--- config.mk ---
export PLATFORM = sky130hd
export DESIGN_NAME = bps_top
export DESIGN_NICKNAME = d
export VERILOG_FILES = /design/src/logic/bps_pkg.sv /design/src/logic/bps_top.sv
export VERILOG_INCLUDE_DIRS = /design/src /design/src/logic
export SDC_FILE = /design/constraint.sdc
export NUM_CORES = 1
export LEC_CHECK = 0
export CORE_UTILIZATION = 45
export DETAILED_ROUTE_END_ITERATION = 12
export DONT_BUFFER_PORTS = 1
export PLACE_DENSITY_LB_ADDON = 0.3
export SETUP_SLACK_MARGIN = 0.2
export SLEW_MARGIN = 20
export SYNTH_ARGS = -nofsm -noshare
export SYNTH_HDL_FRONTEND = slang
export SYNTH_SLANG_ARGS = --single-unit
--- constraint.sdc ---
create_clock -name clk -period 3.4 [get_ports clk]
set_input_delay 0.17 -clock clk [delete_from_list [all_inputs] [get_ports clk]]
set_output_delay 0.17 -clock clk [all_outputs]
set_load 0.005 [all_outputs]
--- src/logic/bps_defs.svh ---
// Offsets, field positions, reset values and pulse counts of the breath-phase sequencer
`ifndef BPS_DEFS_SVH
`define BPS_DEFS_SVH

`define BPS_REG_MODE     8'h00
`define BPS_REG_CTRL     8'h04
`define BPS_REG_INSP     8'h08
`define BPS_REG_PAUSE    8'h0c
`define BPS_REG_RATE     8'h10
`define BPS_REG_STAT     8'h14

`define BPS_CTRL_LOWRATE 0
`define BPS_RATE_MAIN_LO 0
`define BPS_RATE_SYNC_LO 8

`define BPS_MODE_RST     3'h1
`define BPS_INSP_RST     7'h19
`define BPS_PAUSE_RST    7'h0a
`define BPS_MAIN_RST     8'h0f
`define BPS_SYNC_RST     8'h05

`define BPS_CYCLE_LAST   7'h63
`define BPS_SYNC_DIV_LAST 7'h63
`define BPS_LOW_DIV_LAST 4'h9
`define BPS_WAIT_LAST    7'h59
`define BPS_LIMIT_LAST   7'h50
`define BPS_FEXP_LAST    7'h63

`define BPS_PIN_N        15
`define BPS_PIN_CLK      0
`define BPS_PIN_SYNC     1
`define BPS_PIN_TRIG     2
`define BPS_PIN_UPPER    3
`define BPS_PIN_HIGHP    4
`define BPS_PIN_FLOWLOW  5
`define BPS_PIN_PEAK     6
`define BPS_PIN_VCLOSED  7
`define BPS_PIN_PRISE    8
`define BPS_PIN_PBELOW2  9
`define BPS_PIN_PABOVE4  10
`define BPS_PIN_PABOVE6  11
`define BPS_PIN_IHOLD    12
`define BPS_PIN_EHOLD    13
`define BPS_PIN_GAS      14

`endif

--- src/logic/bps_pkg.sv ---
// Types of the breath-phase sequencer
package bps_pkg;

  typedef enum logic [2:0] {
    M_PC     = 3'h0,
    M_VC     = 3'h1,
    M_VSIGH  = 3'h2,
    M_PS     = 3'h3,
    M_SIMV   = 3'h4,
    M_SIMVPS = 3'h5,
    M_CONTINUOUS_PRESSURE_MODE   = 3'h6,
    M_MAN    = 3'h7
  } bps_mode_t;

  typedef enum logic [2:0] {
    PH_INSP  = 3'b001,
    PH_PAUSE = 3'b010,
    PH_EXP   = 3'b100
  } bps_phase_t;

endpackage

--- src/logic/bps_top.sv ---
// Breath-phase sequencer: phase clock, sync period timing, mode decode, manual timing
// What this block does
// - Manual mode routes bag-driven timing to phase outputs, automatic generator disconnected.
// - Either pause-hold button withholds phase clock pulses, inspiration hold at end of inspiration, expiration hold at a cycle boundary.
// - Sync oscillator divided by 100, and by 10 more in low-rate range.
// - Sync generator emits exactly one period-start pulse per sync period.
// - Period start begins wait; ends on patient effort or after 90 main pulses.
// - Wait end, either way, fires the forced-breath trigger for mandatory inspiration.
// - Spontaneous breaths in sync modes assert pressure-loop select.
// - When sync rate exceeds main rate, the main rate governs breaths.
// - Mode selector decodes into 13 mode signals.
// - Start-up clear pulse on mode change, power-on and gas change.
// - Mode or gas change gives cycle-clear pulse and immediate expiration.
// - That forced expiration lasts 100 pulses unless patient effort ends it.
// - End-of-inspiration detector works in all spontaneous modes, issuing exhale start.
// - Exhale start when flow below quarter of peak, if peak exceeded 0.1 l/s.
// - Exhale start also when valve closed and pressure rose 3 cm H2O.
// - Manual bag fill starts below 2 cm H2O, stops above 4.
// - Manual expiration starts below 4 cm H2O, stops above 6.
// - Pressure control inspiration starts from rate timing or patient effort.
// - Pressure control inspiration ends on time count or upper pressure limit.
// - Pressure control inspiration also ends on high inspiratory pressure comparator.
// - Controlled expiration ends on every 100th pulse or patient effort.
// - Outside continuous, manual, spontaneous: expiration forced at 81 percent of cycle.
`timescale 1ns/100ps
`include "bps_defs.svh"

module bps_top
  import bps_pkg::*;
(
  input  wire logic        clk,
  input  wire logic        rst_b,
  input  wire logic [7:0]  addr,
  input  wire logic [31:0] wr_data,
  input  wire logic        wr_en,
  input  wire logic        rd_en,
  output logic      [31:0] rd_data,
  input  wire logic        clk_pulse_in,
  input  wire logic        sync_osc_in,
  input  wire logic        patient_trig_in,
  input  wire logic        upper_press_in,
  input  wire logic        high_insp_press_in,
  input  wire logic        flow_low_in,
  input  wire logic        flow_peak_in,
  input  wire logic        valve_closed_in,
  input  wire logic        press_rise_in,
  input  wire logic        p_below2_in,
  input  wire logic        p_above4_in,
  input  wire logic        p_above6_in,
  input  wire logic        insp_hold_in,
  input  wire logic        exp_hold_in,
  input  wire logic        gas_change_in,
  output logic             insp_time,
  output logic             exp_time,
  output logic             pressure_loop_select,
  output logic             spontaneous_exhale_start,
  output logic             forced_breath,
  output logic             sync_period_start,
  output logic             startup_clear,
  output logic             cycle_clear,
  output logic      [12:0] mode_signals
);

  // ******************************
  // Pin synchronisers
  // ******************************
  logic [`BPS_PIN_N-1:0] pin_raw;
  logic [`BPS_PIN_N-1:0] pin_meta_q;
  logic [`BPS_PIN_N-1:0] pin_q;
  logic [`BPS_PIN_N-1:0] pin_prev_q;

  assign pin_raw = {gas_change_in, exp_hold_in, insp_hold_in, p_above6_in, p_above4_in,
                    p_below2_in, press_rise_in, valve_closed_in, flow_peak_in, flow_low_in,
                    high_insp_press_in, upper_press_in, patient_trig_in, sync_osc_in,
                    clk_pulse_in};

  always_ff @(posedge clk or negedge rst_b) begin
    if (!rst_b) begin
      pin_meta_q <= '0;
      pin_q      <= '0;
      pin_prev_q <= '0;
    end else begin
      pin_meta_q <= pin_raw;
      pin_q      <= pin_meta_q;
      pin_prev_q <= pin_q;
    end
  end

  logic clk_rise;
  logic sync_rise;
  logic trig_rise;
  logic gas_rise;
  assign clk_rise  = pin_q[`BPS_PIN_CLK] & ~pin_prev_q[`BPS_PIN_CLK];
  assign sync_rise = pin_q[`BPS_PIN_SYNC] & ~pin_prev_q[`BPS_PIN_SYNC];
  assign trig_rise = pin_q[`BPS_PIN_TRIG] & ~pin_prev_q[`BPS_PIN_TRIG];
  assign gas_rise  = pin_q[`BPS_PIN_GAS] & ~pin_prev_q[`BPS_PIN_GAS];

  // ******************************
  // Registers
  // ******************************
  bps_mode_t  mode_q;
  logic       low_rate_q;
  logic [6:0] insp_cnt_q;
  logic [6:0] pause_cnt_q;
  logic [7:0] rate_main_q;
  logic [7:0] rate_sync_q;
  logic       mode_chg;
  logic       por_q;
  bps_phase_t phase_q;
  logic       fexp_q;
  logic       wait_q;

  assign mode_chg = wr_en && (addr == `BPS_REG_MODE) && (wr_data[2:0] != mode_q);

  always_ff @(posedge clk or negedge rst_b) begin
    if (!rst_b) begin
      mode_q      <= bps_mode_t'(`BPS_MODE_RST);
      low_rate_q  <= 1'b0;
      insp_cnt_q  <= `BPS_INSP_RST;
      pause_cnt_q <= `BPS_PAUSE_RST;
      rate_main_q <= `BPS_MAIN_RST;
      rate_sync_q <= `BPS_SYNC_RST;
    end else if (wr_en) begin
      case (addr)
        `BPS_REG_MODE:  mode_q      <= bps_mode_t'(wr_data[2:0]);
        `BPS_REG_CTRL:  low_rate_q  <= wr_data[`BPS_CTRL_LOWRATE];
        `BPS_REG_INSP:  insp_cnt_q  <= wr_data[6:0];
        `BPS_REG_PAUSE: pause_cnt_q <= wr_data[6:0];
        `BPS_REG_RATE: begin
          rate_main_q <= wr_data[`BPS_RATE_MAIN_LO +: 8];
          rate_sync_q <= wr_data[`BPS_RATE_SYNC_LO +: 8];
        end
        default: ;
      endcase
    end
  end

  always_ff @(posedge clk or negedge rst_b) begin
    if (!rst_b) begin
      rd_data <= '0;
    end else if (rd_en) begin
      case (addr)
        `BPS_REG_MODE:  rd_data <= {29'h0, mode_q};
        `BPS_REG_CTRL:  rd_data <= {31'h0, low_rate_q};
        `BPS_REG_INSP:  rd_data <= {25'h0, insp_cnt_q};
        `BPS_REG_PAUSE: rd_data <= {25'h0, pause_cnt_q};
        `BPS_REG_RATE:  rd_data <= {16'h0, rate_sync_q, rate_main_q};
        `BPS_REG_STAT:  rd_data <= {3'h0, mode_signals, 11'h0, wait_q, fexp_q, phase_q};
        default:        rd_data <= '0;
      endcase
    end else begin
      rd_data <= '0;
    end
  end

  // ******************************
  // Mode decode
  // ******************************
  logic is_man;
  logic is_simv;
  logic spont_mode;
  logic ctrl_mode;
  logic lim_mode;
  logic override;
  logic mand_q;
  assign is_man     = (mode_q == M_MAN);
  assign is_simv    = (mode_q == M_SIMV) || (mode_q == M_SIMVPS);
  assign spont_mode = is_simv || (mode_q == M_PS) || (mode_q == M_CONTINUOUS_PRESSURE_MODE);
  assign ctrl_mode  = (mode_q == M_PC) || (mode_q == M_VC) || (mode_q == M_VSIGH);
  // Spontaneous breaths have no time limit; mandatory ones in sync modes do
  assign lim_mode   = !is_man && (mode_q != M_CONTINUOUS_PRESSURE_MODE) && (!spont_mode || mand_q);
  // Sync rate above main rate: main breath timing drives the periods instead
  assign override   = rate_sync_q > rate_main_q;

  always_ff @(posedge clk or negedge rst_b) begin
    if (!rst_b) begin
      mode_signals <= '0;
    end else begin
      mode_signals <= {mode_chg,
                       is_man,
                       is_simv || (mode_q == M_CONTINUOUS_PRESSURE_MODE),
                       mode_q == M_CONTINUOUS_PRESSURE_MODE,
                       is_simv,
                       mode_q == M_SIMV,
                       mode_q == M_SIMVPS,
                       mode_q == M_VC,
                       mode_q == M_VSIGH,
                       mode_q == M_PC,
                       mode_q == M_PS,
                       spont_mode && !mand_q,
                       spont_mode && !mand_q && (phase_q == PH_INSP)};
    end
  end

  // ******************************
  // Clear pulses
  // ******************************
  always_ff @(posedge clk or negedge rst_b) begin
    if (!rst_b) begin
      por_q         <= 1'b1;
      startup_clear <= 1'b0;
      cycle_clear   <= 1'b0;
    end else begin
      por_q         <= 1'b0;
      startup_clear <= por_q || mode_chg || gas_rise;
      cycle_clear   <= mode_chg || gas_rise;
    end
  end

  // ******************************
  // Pause hold and phase clock
  // ******************************
  logic [6:0] cnt_q;
  logic [7:0] pause_end;
  logic       insp_done;
  logic       hold_hit;
  logic       freeze_q;
  logic       tick;
  assign pause_end = {1'b0, insp_cnt_q} + {1'b0, pause_cnt_q};
  assign insp_done = ({1'b0, cnt_q} + 8'h01) >= {1'b0, insp_cnt_q};
  // Freeze only at the end of a phase so the breath is never cut mid-phase
  assign hold_hit  = clk_rise && !is_man &&
                     ((pin_q[`BPS_PIN_IHOLD] && phase_q == PH_INSP && insp_done) ||
                      (pin_q[`BPS_PIN_EHOLD] && phase_q == PH_EXP &&
                       cnt_q == `BPS_CYCLE_LAST));
  assign tick      = clk_rise && !freeze_q && !hold_hit;

  always_ff @(posedge clk or negedge rst_b) begin
    if (!rst_b) begin
      freeze_q <= 1'b0;
    end else if (!pin_q[`BPS_PIN_IHOLD] && !pin_q[`BPS_PIN_EHOLD]) begin
      freeze_q <= 1'b0;
    end else if (hold_hit) begin
      freeze_q <= 1'b1;
    end
  end

  // ******************************
  // Sync period generator and wait
  // ******************************
  logic [6:0] div_q;
  logic [3:0] div10_q;
  logic [6:0] wait_cnt_q;
  logic       period_d;
  logic       wait_end;

  always_comb begin
    period_d = 1'b0;
    if (is_simv) begin
      if (override) begin
        period_d = tick && (cnt_q == `BPS_CYCLE_LAST);
      end else if (sync_rise && div_q == `BPS_SYNC_DIV_LAST) begin
        period_d = !low_rate_q || (div10_q == `BPS_LOW_DIV_LAST);
      end
    end
  end

  always_ff @(posedge clk or negedge rst_b) begin
    if (!rst_b) begin
      div_q   <= '0;
      div10_q <= '0;
    end else if (sync_rise) begin
      div_q <= (div_q == `BPS_SYNC_DIV_LAST) ? 7'h00 : div_q + 7'h01;
      if (div_q == `BPS_SYNC_DIV_LAST) begin
        div10_q <= (div10_q == `BPS_LOW_DIV_LAST || !low_rate_q) ? 4'h0 : div10_q + 4'h1;
      end
    end
  end

  assign wait_end = wait_q && (trig_rise ||
                               (tick && wait_cnt_q == `BPS_WAIT_LAST));

  always_ff @(posedge clk or negedge rst_b) begin
    if (!rst_b) begin
      wait_q            <= 1'b0;
      wait_cnt_q        <= '0;
      sync_period_start <= 1'b0;
      forced_breath     <= 1'b0;
    end else begin
      sync_period_start <= period_d;
      forced_breath     <= wait_end && is_simv;
      if (!is_simv || mode_chg) begin
        wait_q     <= 1'b0;
        wait_cnt_q <= '0;
      end else if (period_d) begin
        wait_q     <= 1'b1;
        wait_cnt_q <= '0;
      end else if (wait_end) begin
        wait_q <= 1'b0;
      end else if (wait_q && tick) begin
        wait_cnt_q <= wait_cnt_q + 7'h01;
      end
    end
  end

  // ******************************
  // End-of-inspiration detector
  // ******************************
  logic peak_seen_q;
  logic exhale_d;
  assign exhale_d = spont_mode && !mand_q && phase_q == PH_INSP &&
                    ((pin_q[`BPS_PIN_FLOWLOW] && peak_seen_q) ||
                     (pin_q[`BPS_PIN_VCLOSED] && pin_q[`BPS_PIN_PRISE]));

  always_ff @(posedge clk or negedge rst_b) begin
    if (!rst_b) begin
      peak_seen_q              <= 1'b0;
      spontaneous_exhale_start <= 1'b0;
    end else begin
      spontaneous_exhale_start <= exhale_d;
      if (phase_q != PH_INSP) begin
        peak_seen_q <= 1'b0;
      end else if (pin_q[`BPS_PIN_PEAK]) begin
        peak_seen_q <= 1'b1;
      end
    end
  end

  // ******************************
  // Automatic phase generator
  // ******************************
  logic [6:0] fexp_cnt_q;
  logic       start_insp;
  logic       start_mand;
  logic       end_to_exp;

  always_comb begin
    start_mand = 1'b0;
    start_insp = 1'b0;
    if (phase_q == PH_EXP && !is_man) begin
      if (is_simv) begin
        start_mand = wait_end;
        start_insp = wait_end || (trig_rise && !wait_q);
      end else if (ctrl_mode) begin
        start_mand = (trig_rise || (tick && !fexp_q && cnt_q == `BPS_CYCLE_LAST) ||
                      (fexp_q && tick && fexp_cnt_q == `BPS_FEXP_LAST));
        start_insp = start_mand;
      end else begin
        start_insp = trig_rise;
      end
    end
  end

  assign end_to_exp = (phase_q == PH_INSP) &&
                      (pin_q[`BPS_PIN_UPPER] ||
                       (mode_q == M_PC && pin_q[`BPS_PIN_HIGHP]) ||
                       exhale_d ||
                       (lim_mode && tick && cnt_q == `BPS_LIMIT_LAST));

  always_ff @(posedge clk or negedge rst_b) begin
    if (!rst_b) begin
      phase_q    <= PH_EXP;
      cnt_q      <= '0;
      mand_q     <= 1'b0;
      fexp_q     <= 1'b0;
      fexp_cnt_q <= '0;
    end else if (mode_chg || gas_rise) begin
      phase_q    <= PH_EXP;
      cnt_q      <= '0;
      mand_q     <= 1'b0;
      fexp_q     <= 1'b1;
      fexp_cnt_q <= '0;
    end else begin
      case (phase_q)
        PH_INSP: begin
          if (end_to_exp) begin
            phase_q <= PH_EXP;
          end else if (tick) begin
            cnt_q <= cnt_q + 7'h01;
            if (insp_done && (ctrl_mode || mand_q)) begin
              phase_q <= PH_PAUSE;
            end
          end
        end
        PH_PAUSE: begin
          if (pin_q[`BPS_PIN_UPPER]) begin
            phase_q <= PH_EXP;
          end else if (tick) begin
            cnt_q <= cnt_q + 7'h01;
            if (({1'b0, cnt_q} + 8'h01) >= pause_end) begin
              phase_q <= PH_EXP;
            end
          end
        end
        PH_EXP: begin
          if (start_insp) begin
            phase_q <= PH_INSP;
            cnt_q   <= '0;
            mand_q  <= start_mand;
            fexp_q  <= 1'b0;
          end else if (tick) begin
            cnt_q <= (cnt_q == `BPS_CYCLE_LAST) ? 7'h00 : cnt_q + 7'h01;
            if (fexp_q) begin
              fexp_cnt_q <= fexp_cnt_q + 7'h01;
              fexp_q     <= (fexp_cnt_q != `BPS_FEXP_LAST);
            end
          end
        end
        default: phase_q <= PH_EXP;
      endcase
    end
  end

  // ******************************
  // Manual timing and output multiplexer
  // ******************************
  logic man_insp_q;
  logic man_exp_q;

  always_ff @(posedge clk or negedge rst_b) begin
    if (!rst_b) begin
      man_insp_q <= 1'b0;
      man_exp_q  <= 1'b0;
    end else begin
      if (pin_q[`BPS_PIN_PABOVE4]) begin
        man_insp_q <= 1'b0;
      end else if (pin_q[`BPS_PIN_PBELOW2]) begin
        man_insp_q <= 1'b1;
      end
      if (pin_q[`BPS_PIN_PABOVE6]) begin
        man_exp_q <= 1'b0;
      end else if (!pin_q[`BPS_PIN_PABOVE4]) begin
        man_exp_q <= 1'b1;
      end
    end
  end

  always_ff @(posedge clk or negedge rst_b) begin
    if (!rst_b) begin
      insp_time            <= 1'b0;
      exp_time             <= 1'b0;
      pressure_loop_select <= 1'b0;
    end else begin
      insp_time            <= is_man ? man_insp_q : (phase_q == PH_INSP);
      exp_time             <= is_man ? man_exp_q : (phase_q == PH_EXP);
      pressure_loop_select <= !is_man && spont_mode && !mand_q && phase_q == PH_INSP;
    end
  end

  // ******************************
  // Checks
  // ******************************
  manual_mux_a: assert property (@(posedge clk) disable iff (!rst_b)
    is_man |=> insp_time == $past(man_insp_q) && exp_time == $past(man_exp_q))
    else $error("manual timing not routed to phase outputs");

  pause_freeze_a: assert property (@(posedge clk) disable iff (!rst_b)
    freeze_q && clk_rise && !start_insp && !mode_chg && !gas_rise |=> $stable(cnt_q))
    else $error("phase clock advanced during pause hold");

  sync_div_a: assert property (@(posedge clk) disable iff (!rst_b)
    (is_simv && !override && !low_rate_q && sync_rise && div_q == `BPS_SYNC_DIV_LAST)
    |=> sync_period_start)
    else $error("sync divider did not emit at its hundredth edge");

  single_pulse_a: assert property (@(posedge clk) disable iff (!rst_b)
    sync_period_start |=> !sync_period_start)
    else $error("period start longer than one cycle");

  wait_bound_a: assert property (@(posedge clk) disable iff (!rst_b)
    wait_q |-> wait_cnt_q <= `BPS_WAIT_LAST)
    else $error("wait interval ran past its limit");

  forced_trig_a: assert property (@(posedge clk) disable iff (!rst_b)
    (is_simv && wait_q && tick && wait_cnt_q == `BPS_WAIT_LAST)
    |=> forced_breath ##1 !forced_breath)
    else $error("forced breath missing at wait end");

  clear_pulse_a: assert property (@(posedge clk) disable iff (!rst_b)
    mode_chg |=> startup_clear && cycle_clear && phase_q == PH_EXP && fexp_q)
    else $error("mode change did not clear and force expiration");

  time_limit_a: assert property (@(posedge clk) disable iff (!rst_b)
    (phase_q == PH_INSP && lim_mode && tick && cnt_q == `BPS_LIMIT_LAST && !mode_chg &&
     !gas_rise) |=> phase_q == PH_EXP ##1 !insp_time || is_man)
    else $error("inspiration not limited");

endmodule
======== Yosys cells after proc, flatten, opt, wreduce, memory -nomap -nowiden ========
Index checks and enable logic that the tools add are counted.
storage, ports and cells
  register bits ........................... 175
  input bits .............................. 59
  output and inout bits ................... 53
  word-level logic and storage cells ...... 243
cells by class
  $add $sub $neg .......................... 7
  order comparisons ....................... 3
  eq/ne operators ......................... 36
  mux-type cells .......................... 60
  bitwise gates (word level) .............. 8
  reduce and logical (&&, ||, !) cells .... 96
operators by type and width
  kind                                                                      number
  29-bit one-hot mux with 6 select lines                                    1
  7-bit 2-to-1 mux                                                          17
  1-bit logical AND                                                         38
  7-bit == test (second input constant)                                     5
  32-bit 2-to-1 mux                                                         1
  1-bit 2-to-1 mux                                                          30
  7-bit by 1-bit adder with 7-bit output (second input constant)            4
  3-bit 2-to-1 mux                                                          8
  1-bit logical OR                                                          22
  7-bit one-hot mux with 3 select lines                                     1
  2-bit AND reduction                                                       9
  8-bit by 4-bit == test with 1-bit output (second input constant)          2
  8-bit by 5-bit == test with 1-bit output (second input constant)          2
  3-bit == test (second input constant)                                     5
  2-bit nonzero test                                                        7
  1-bit logical NOT                                                         11
  3-bit by 2-bit == test with 1-bit output (second input constant)          3
  3-bit by 2-bit inequality test with 1-bit output (second input constant)  3
  3-bit one-hot mux with 3 select lines                                     1
  3-bit nonzero test                                                        3
  7-bit by 1-bit adder with 8-bit output (second input constant)            1
  7-bit by 7-bit adder with 8-bit output                                    1
  8-bit by 3-bit == test with 1-bit output (second input constant)          1
  8-bit by 7-bit greater-or-equal comparator with 1-bit output              1
  21 further kinds                                                          33

======== Longest topological paths before layout ========
Gate-level depths: netlist (run 1).
  depth after elaboration ................. 17
  mapped depth ............................ 14
  depth with buffers taken out ............ 13

======== Least setup slack after synthesis (run 1) ========
OpenSTA, ideal clock, no wires.
  path kind ............................... reg2reg
  from .................................... reg cnt_q[2]
  to ...................................... reg wait_cnt_q[6]
  library setup time ...................... 124 ps
  data arrival time ....................... 2913 ps
  required time ........................... 3276 ps
  path slack .............................. 363 ps
  cell stages (with the launch flop) ...... 14
  path buffers ............................ 2
  clock period less this slack ............ 3037 ps
  cell sequence ........................... dfrtp_1 > buf_2 > and3_1 > nand3_1 > xnor2_1 > ha_1 > a21o_1 > a211oi_1 > a21oi_2 > buf_4 > nor4_2 > nand4_1 > xor2_1 > nor2_1
between the ends
  longest elaborated chain between the ends .. 12
  elaborated cells on any way between the ends .. 21
  those cells by class .................... 1 x add/sub; 1 x order compare; 2 x eq/ne; 4 x mux; 13 x reduce/logical
ends and longest elaborated chain
  item                                                                                             RTL line                        RTL
  start: declaration                                                                               bps_top.sv:213                  logic [6:0] cnt_q;
  start signal: assignment                                                                         bps_top.sv:369                  cnt_q <= cnt_q + 7'h01;
  start signal: assignment                                                                         bps_top.sv:379                  cnt_q <= cnt_q + 7'h01;
  start signal: assignment                                                                         bps_top.sv:392                  cnt_q <= (cnt_q == `BPS_CYCLE_LAST) ? 7'h00 : cnt_q + 7'h01;
  7-bit by 1-bit adder with 8-bit output                                                           bps_top.sv:220                  assign insp_done = ({1'b0, cnt_q} + 8'h01) >= {1'b0, insp_cnt_q};
  8-bit by 7-bit greater-or-equal comparator with 1-bit output                                     bps_top.sv:220
  1-bit logical AND                                                                                bps_top.sv:223                  ((pin_q[`BPS_PIN_IHOLD] && phase_q == PH_INSP && insp_done) ||
  1-bit logical OR                                                                                 bps_top.sv:223
  1-bit logical AND                                                                                bps_top.sv:222                  assign hold_hit = clk_rise && !is_man &&
  1-bit logical NOT                                                                                bps_top.sv:226                  assign tick = clk_rise && !freeze_q && !hold_hit;
  1-bit logical AND                                                                                bps_top.sv:226
  1-bit logical AND (on tied branches)                                                             --
  1-bit 2-to-1 mux or 1-bit logical OR (tied branches)                                             bps_top.sv:250, bps_top.sv:270
  1-bit 2-to-1 mux or 1-bit logical AND (tied branches)                                            bps_top.sv:249, bps_top.sv:270
  3-bit by 2-bit inequality test with 1-bit output (no source line), or another cell as far along  --
  2-bit AND reduction (no source line) or 7-bit 2-to-1 mux (tied branches)                         --
  end signal: assignment                                                                           bps_top.sv:291                  wait_cnt_q <= wait_cnt_q + 7'h01;
  end: declaration                                                                                 bps_top.sv:243                  logic [6:0] wait_cnt_q;
Parallel ways exist; a longest one is shown, timed or not.
A chain may end at the register's enable or synchronous reset.

======== Final worst setup path (run 1) ========
  from .................................... reg cnt_q[4]
  to ...................................... reg wait_cnt_q[4]
The elaborated chain is that of the path after synthesis.

==> impl_metrics.csv, run 1 <==
group,metric,value,unit
status,status,"finished, violations left",
status,violations,"negative hold slack",
power_and_ir_drop,total_leakage_power,3.98,nW
setup_path,crit_chain,"and3_4 -> nand3_2 -> xnor2_2 -> ha_1 -> a21o_1 -> a211oi_4 -> buf_4 -> a21oi_4 -> buf_4 -> nor4_2 -> buf_4 -> nand4_1 -> xor2_1 -> nor2_1",
die,die-area,0.0166,sq mm
timing,rsz0062_at_grt,"false",
placement,dp_hpwl,10600,microns
cts,path_clk_slew,0.06,ns
layout,layout.nets,781,
placement,place.gp.congestion,0.805,
cts,cts_sinks,161,
logic_synthesis,yosysTopAreaCellShare,50.8,%
drt,num_vias,4917,
die,dieHeight,129,microns
logic_synthesis,synth_area_leaders,"dfrtp_1, ha_1, mux2_2",
drt,wire_per_inst,16.7,microns
layout,postLayoutCoreUtil,53.9,%
cts,hold_buffers,33,
grt,grt.overflow.total,0,
timing,fmax,0.330,GHz
setup_path,cp.required,3.74,ns
logic_synthesis,synth.avg_cell_area,11.5,sq um
power_and_ir_drop,p_int,3.25,mW
setup_path,slowest_delay,0.35,ns
grt,grt_pass1_wl,24500,microns
layout,syn_to_final_growth,17.8,%
logic_synthesis,synth-async-reset-ratio,100,%
cts,clockBufferDepth,2,
cts,root_buffer,"clkbuf_16",
drt,drt-initial-drc-count,260,
drt,route.detailed.drc,0,
placement,portBuffers,0,
setup_path,arrival,3.37,ns
layout,drive_above_1_share,18.4,%
die,die-width,129,microns
power_and_ir_drop,power_frac_seq,48.8,%
grt,grt_max_degree,162,
logic_synthesis,ys_ff_latch,161,
power_and_ir_drop,power_switching,1.17,mW
timing,whs,-0.555,ns
grt,antenna_found_initial,0,
grt,grtUsageMet2,32.2,%
timing,hold_violations,161,
logic_synthesis,synth_area,0.00724,sq mm
power_and_ir_drop,power_density,518,mW/mm^2
logic_synthesis,yosysWarningCount,0,
drt,dr.pass1.iters,5,
grt,busiest_layer,"met2",
setup_path,end_kind,"register",
logic_synthesis,synthCells,632,
drt,routed_wl,15300,microns
die,start_util,45.8,%
setup_path,path_max_fanout,8,
hold_path,hold_path_class,"in2async",
grt,grt_pass1_vias,5037,
power_and_ir_drop,ir_drop,0.000426,V
logic_synthesis,yosysMostFrequentCell,"dfrtp_1",
cts,htreeDepth,4,
layout,final_cells,912,
logic_synthesis,yosysSeqAreaShare,55.9,%
timing,finalSetupTns,0,ns
cts,cts_tree,"yes",
power_and_ir_drop,switching_share,26.5,%
timing,setup_viol,0,
timing,slew_headroom,51.7,%
power_and_ir_drop,p_clk_share,39.4,%
layout,diodes,0,
placement,place_inst,841,
die,ioPinCount,112,
run,cap_viol_max_count,0,
die,rows,46,
power_and_ir_drop,power_frac_comb,11.8,%
logic_synthesis,ys.flop_type,"dfrtp_1",
setup_path,critPathSlowestCell,"dfrtp_1",
drt,antenna_left,0,
logic_synthesis,synth_top_area_cell,"dfrtp_1",
timing,layout_min_cycle_time,3.03,ns
setup_path,crit_path_frequent_cell,"buf_4",
setup_path,critical_path_class,"reg2reg",
drt,via_per_inst,5.39,
timing,fin_skew,0.0109,ns
setup_path,cp.buffers_inverters,3,
grt,met3_usage,4.91,%
logic_synthesis,synthTopCellsByCount,"dfrtp_1, nand2_1, ha_1",
setup_path,path_delay_family,"simple AND/OR/NAND/NOR gates",
timing,drv_slew,0,
cts,clock_latency,0.42,ns
grt,use_met1,22.8,%
cts,cts_buffers,17,
timing,min_period_over_period,89.2,%
timing,worstMarginPinSlew,0.706,ns
logic_synthesis,synth.distinct_cells,67,
logic_synthesis,synth_edf_count,0,
die,core_area,0.0158,sq mm
grt,grtUsageTotal,19.2,%
setup_path,startpoint_type,"register",
[metrics by stage]
stage | hold WS, ns | total power [mW] | setup slack [ns] | cell area, sq um
global placement | -0.121 | 2.61 | 0.161 | 7520
global route | -0.582 | 4.64 | 0.170 | 8540
finish | -0.555 | 4.42 | 0.369 | 8540
floorplan | -0.126 | 2.51 | 0.363 | 7260
CTS | -0.578 | 4.45 | 0.244 | 8410
detailed placement | -0.120 | 2.64 | 0.118 | 7520
[what timing repair did]
action,CTS,global route
hold endpoints to repair,232,161
pin swaps,0,7
gates resized for setup,2,16
endpoints found under the setup margin,8,22
cloned,0,1
buffers inserted,0,5
[cells by family after synthesis]
family,after synthesis,share of synthesized area [%]
simple gates,198,14.6
flops,161,55.9
compound gates,106,9.69
buf+inv,59,3.42
mux,41,6.30
fa+ha+maj,39,6.84
xor+xnor,27,3.26
other cells,1,0.0518
[worst paths after layout]
check | endpoint | depth (start not counted) | from | slack [ns]
max | wait_cnt_q[4] | 14 | cnt_q[4] | 0.37
max in group asynchronous | insp_cnt_q[4] | 0 | rst_b | 3.65
max reg2reg | wait_cnt_q[4] | 14 | cnt_q[4] | 0.37
min reg2reg | pin_q[2] | 0 | pin_meta_q[2] | 0.35
min | rd_data[24] | 0 | rst_b | -0.56
min in group clk | rd_data[5] | 4 | addr[2] | 0.03
[power groups by stage]
| stage | registers, mW | logic (mW) | clock network, mW |
|---|---|---|---|
| after global placement | 2.17 | 0.440 | 0 |
| final | 2.16 | 0.522 | 1.74 |
| after detailed placement | 2.18 | 0.463 | 0 |
| after floorplan | 2.15 | 0.363 | 0 |
| after CTS | 2.15 | 0.507 | 1.80 |
| after global routing | 2.17 | 0.584 | 1.89 |
[final cells by class]
| class | count | area (sq um) |
|---|---|---|
| inverter | 33 | 124 |
| multi-input combinational | 416 | 3060 |
| fill | 1358 | 7290 |
| tap | 216 | 270 |
| sequential | 161 | 4050 |
| clock inverter | 13 | 105 |
| clock buffer | 19 | 443 |
| timing repair buffer | 54 | 488 |
[sequential cells by signal, indices dropped and copies added (netlist names), 3 cells and up]
register	cells
phase_q	3
mode_q	3
rd_data	29
div_q	7
wait_cnt_q	7
fexp_cnt_q	7
pin_prev_q	4
mode_signals	13
pause_cnt_q	7
rate_main_q	8
cnt_q	7
rate_sync_q	8
pin_q	15
insp_cnt_q	7
div10_q	4
pin_meta_q	15
[cell usage in the layout (no fill, tap or decap), types with 6 or more instances in the layout]
master and instances:
nand3_1 19, inv_1 31, a22oi_1 11, xnor2_1 14, dlygate4sd3_1 33, and3_1 32, o21ai_0 26, nand4_1 10
nand2_1 42, a21o_1 6, nand2b_1 6, ha_1 37, nor3_1 9, clkbuf_16 17, xor2_1 10, a21oi_1 24
nor2_1 36, and2_1 8, mux2_2 37, buf_4 21, dfrtp_1 145, dfstp_2 14
[per-layer routing]
layer,part of all wire [%],up-vias
met2,50,129
met4,2.6,0
met5,0,-
li1,-,2328
met3,5.2,22
met1,42,2438
(Power assumes the default switching activity.)
==> run 2, diff against run 1 <==
--- a/config.mk
+++ b/config.mk
@@ -9,6 +9,7 @@
 export CORE_UTILIZATION = 45
 export DETAILED_ROUTE_END_ITERATION = 12
 export DONT_BUFFER_PORTS = 1
+export HOLD_SLACK_MARGIN = 0.05
 export PLACE_DENSITY_LB_ADDON = 0.3
 export SETUP_SLACK_MARGIN = 0.2
 export SLEW_MARGIN = 20
==> run 2 against run 1 <==
  * The run still ends with negative hold slack left
  * Cell count is 0.11% higher
  * Critical path depth unchanged
  * Non-clock buffer count is 1 higher
  * Clock skew down 0.0027 ns
  * Combinational power hardly changed
  * Design area is 0.12% higher
  * Register-to-register slack hardly changed
  * Fmax rose by 0.15%
  * Setup slack better by 0.0046 ns
  * Via count barely moved
  * Total power about the same
  * Critical endpoint unchanged
  * Largest power group unchanged
==> impl_metrics.csv, run 2 (synthesized netlist as in run 1, its figures left out) <==
group,metric,value,unit
layout,diodes,0,
setup_path,r2r_start,"cnt_q[4]",
power_and_ir_drop,switching_share,26.5,%
setup_path,critPathLaunch,"cnt_q[4]",
drt,via_per_inst,5.39,
setup_path,cp.required,3.75,ns
placement,place_inst,841,
timing,min_period_over_period,89.0,%
cts,hold_buffers,34,
setup_path,rrSetupSlack,0.37,ns
drt,route.detailed.drc,0,
grt,grt_pass1_wl,24600,microns
setup_path,reg2reg_to,"wait_cnt_q[4]",
power_and_ir_drop,ir_drop,0.000431,V
die,rows,46,
layout,final_cell_mix,"dfrtp_1, nand2_1, mux2_2, ha_1, nor2_1",
drt,num_vias,4921,
setup_path,r2r_cells,14,
layout,syn_to_final_growth,18.0,%
cts,path_clk_slew,0.06,ns
grt,grt_max_degree,162,
power_and_ir_drop,total_leakage_power,3.98,nW
hold_path,hold_path_class,"in2async",
power_and_ir_drop,power_frac_seq,48.7,%
layout,final_cells,913,
die,start_util,45.8,%
setup_path,slowest_delay,0.35,ns
run,cap_viol_max_count,0,
timing,finalSetupTns,0,ns
layout,drive_above_1_share,18.4,%
setup_path,crit_path_frequent_cell,"buf_4",
power_and_ir_drop,finalPower,4.43,mW
timing,rsz0062_at_grt,"false",
drt,antenna_left,0,
layout,largest_reg_flops,29,
cts,cts_tree,"yes",
drt,dr.pass1.iters,4,
power_and_ir_drop,power_density,518,mW/mm^2
cts,clockBufferDepth,2,
cts,htreeDepth,4,
placement,portBuffers,0,
drt,drt-initial-drc-count,272,
setup_path,end_kind,"register",
die,dieHeight,129,microns
cts,cts_sinks,161,
timing,whs,-0.557,ns
power_and_ir_drop,power_switching,1.18,mW
setup_path,critPathSlowestCell,"dfrtp_1",
timing,fin_skew,0.00824,ns
placement,dp_hpwl,10600,microns
timing,slew_headroom,51.7,%
grt,antenna_found_initial,0,
grt,grt_pass1_vias,5055,
power_and_ir_drop,power_frac_comb,11.8,%
timing,fmax,0.330,GHz
cts,cts_buffers,17,
setup_path,startpoint_type,"register",
drt,routed_wl,15300,microns
timing,layout_min_cycle_time,3.03,ns
layout,final_common_cell,"dfrtp_1",
drt,wire_per_inst,16.8,microns
layout,layout.nets,782,
grt,grtUsageTotal,19.2,%
die,ioPinCount,112,
placement,place.gp.congestion,0.805,
cts,clock_latency,0.42,ns
die,die-area,0.0166,sq mm
power_and_ir_drop,p_int,3.25,mW
setup_path,path_max_fanout,8,
grt,grt.overflow.total,0,
timing,drv_slew,0,
timing,hold_violations,161,
status,violations,"negative hold slack",
timing,worstMarginPinSlew,0.706,ns
layout,largest-register,"rd_data",
setup_path,crit_chain,"and3_4 -> nand3_2 -> xnor2_2 -> ha_1 -> a21o_1 -> a211oi_4 -> buf_4 -> a21oi_4 -> buf_4 -> nor4_2 -> buf_4 -> nand4_1 -> xor2_1 -> nor2_1",
die,die-width,129,microns
die,core_area,0.0158,sq mm
timing,setup_viol,0,
setup_path,critical_path_class,"reg2reg",
power_and_ir_drop,p_clk_share,39.4,%
setup_path,arrival,3.37,ns
layout,reg_top3,"rd_data (29), pin_meta_q (15), pin_q (15)",
cts,root_buffer,"clkbuf_16",
status,status,"finished, violations left",
run 2: routing by layer:
metal,wire length [microns],track usage [%],up-vias
li1,-,-,2336
met1,6450,22.8,2424
met2,7620,32.4,132
met3,752,4.91,29
met4,474,9.55,0
met5,0,0,-
run 2: layout make-up:
cell class	instances	area (sq um)
Sequential cell	161	4050
Fill cell	1359	7280
Clock buffer	19	443
Multi-Input combinational cell	416	3060
Clock inverter	13	105
Timing Repair Buffer	55	498
Tap cell	216	270
Inverter	33	124
run 2: how the worst max path moves through the flow:
| stage | end | slack (ns) |
|---|---|---|
| detailed placement | fexp_cnt_q[5] | 0.12 |
| finish | wait_cnt_q[4] | 0.37 |
| floorplan | wait_cnt_q[6] | 0.36 |
| global placement | fexp_cnt_q[5] | 0.16 |
| global route | wait_cnt_q[1] | 0.17 |
| CTS | fexp_cnt_q[5] | 0.24 |
run 2: power groups by stage:
stage	Clock, mW	Combinational, mW	Sequential (mW)
CTS	1.80	0.509	2.15
finish	1.75	0.525	2.16
detailed placement	0	0.463	2.18
global route	1.89	0.586	2.17
global placement	0	0.440	2.17
floorplan	0	0.363	2.15
run 2: worst max-delay path: cells and delay by family, from the launching register on:
family / cells / cell delay (ns)
DFF: 1 / 0.35
xor gates and xnor gates: 2 / 0.34
buffers and inverters: 3 / 0.54
AOI/OAI and AO/OA: 3 / 0.59
adders and majority gates: 1 / 0.30
and+or+nand+nor: 5 / 0.82
run 2: timing repair:
action | in CTS | in global routing
gates cloned | 0 | 1
endpoints found under the setup margin | 8 | 22
pin swaps | 0 | 7
buffers inserted | 0 | 5
endpoints found under the hold margin | 235 | 161
resized for setup | 2 | 16
run 2: metrics by stage:
step           setup WS, ns  instance area [sq um]  util [%]  hold WS (ns)
3_5_place_dp          0.118                   7520      47.5        -0.120
2_1_floorplan         0.363                   7260         -        -0.126
3_3_place_gp          0.161                   7520      47.5        -0.121
5_1_grt               0.170                   8550      54.0        -0.582
4_1_cts               0.244                   8420      53.2        -0.578
6_report              0.373                   8550      54.0        -0.557
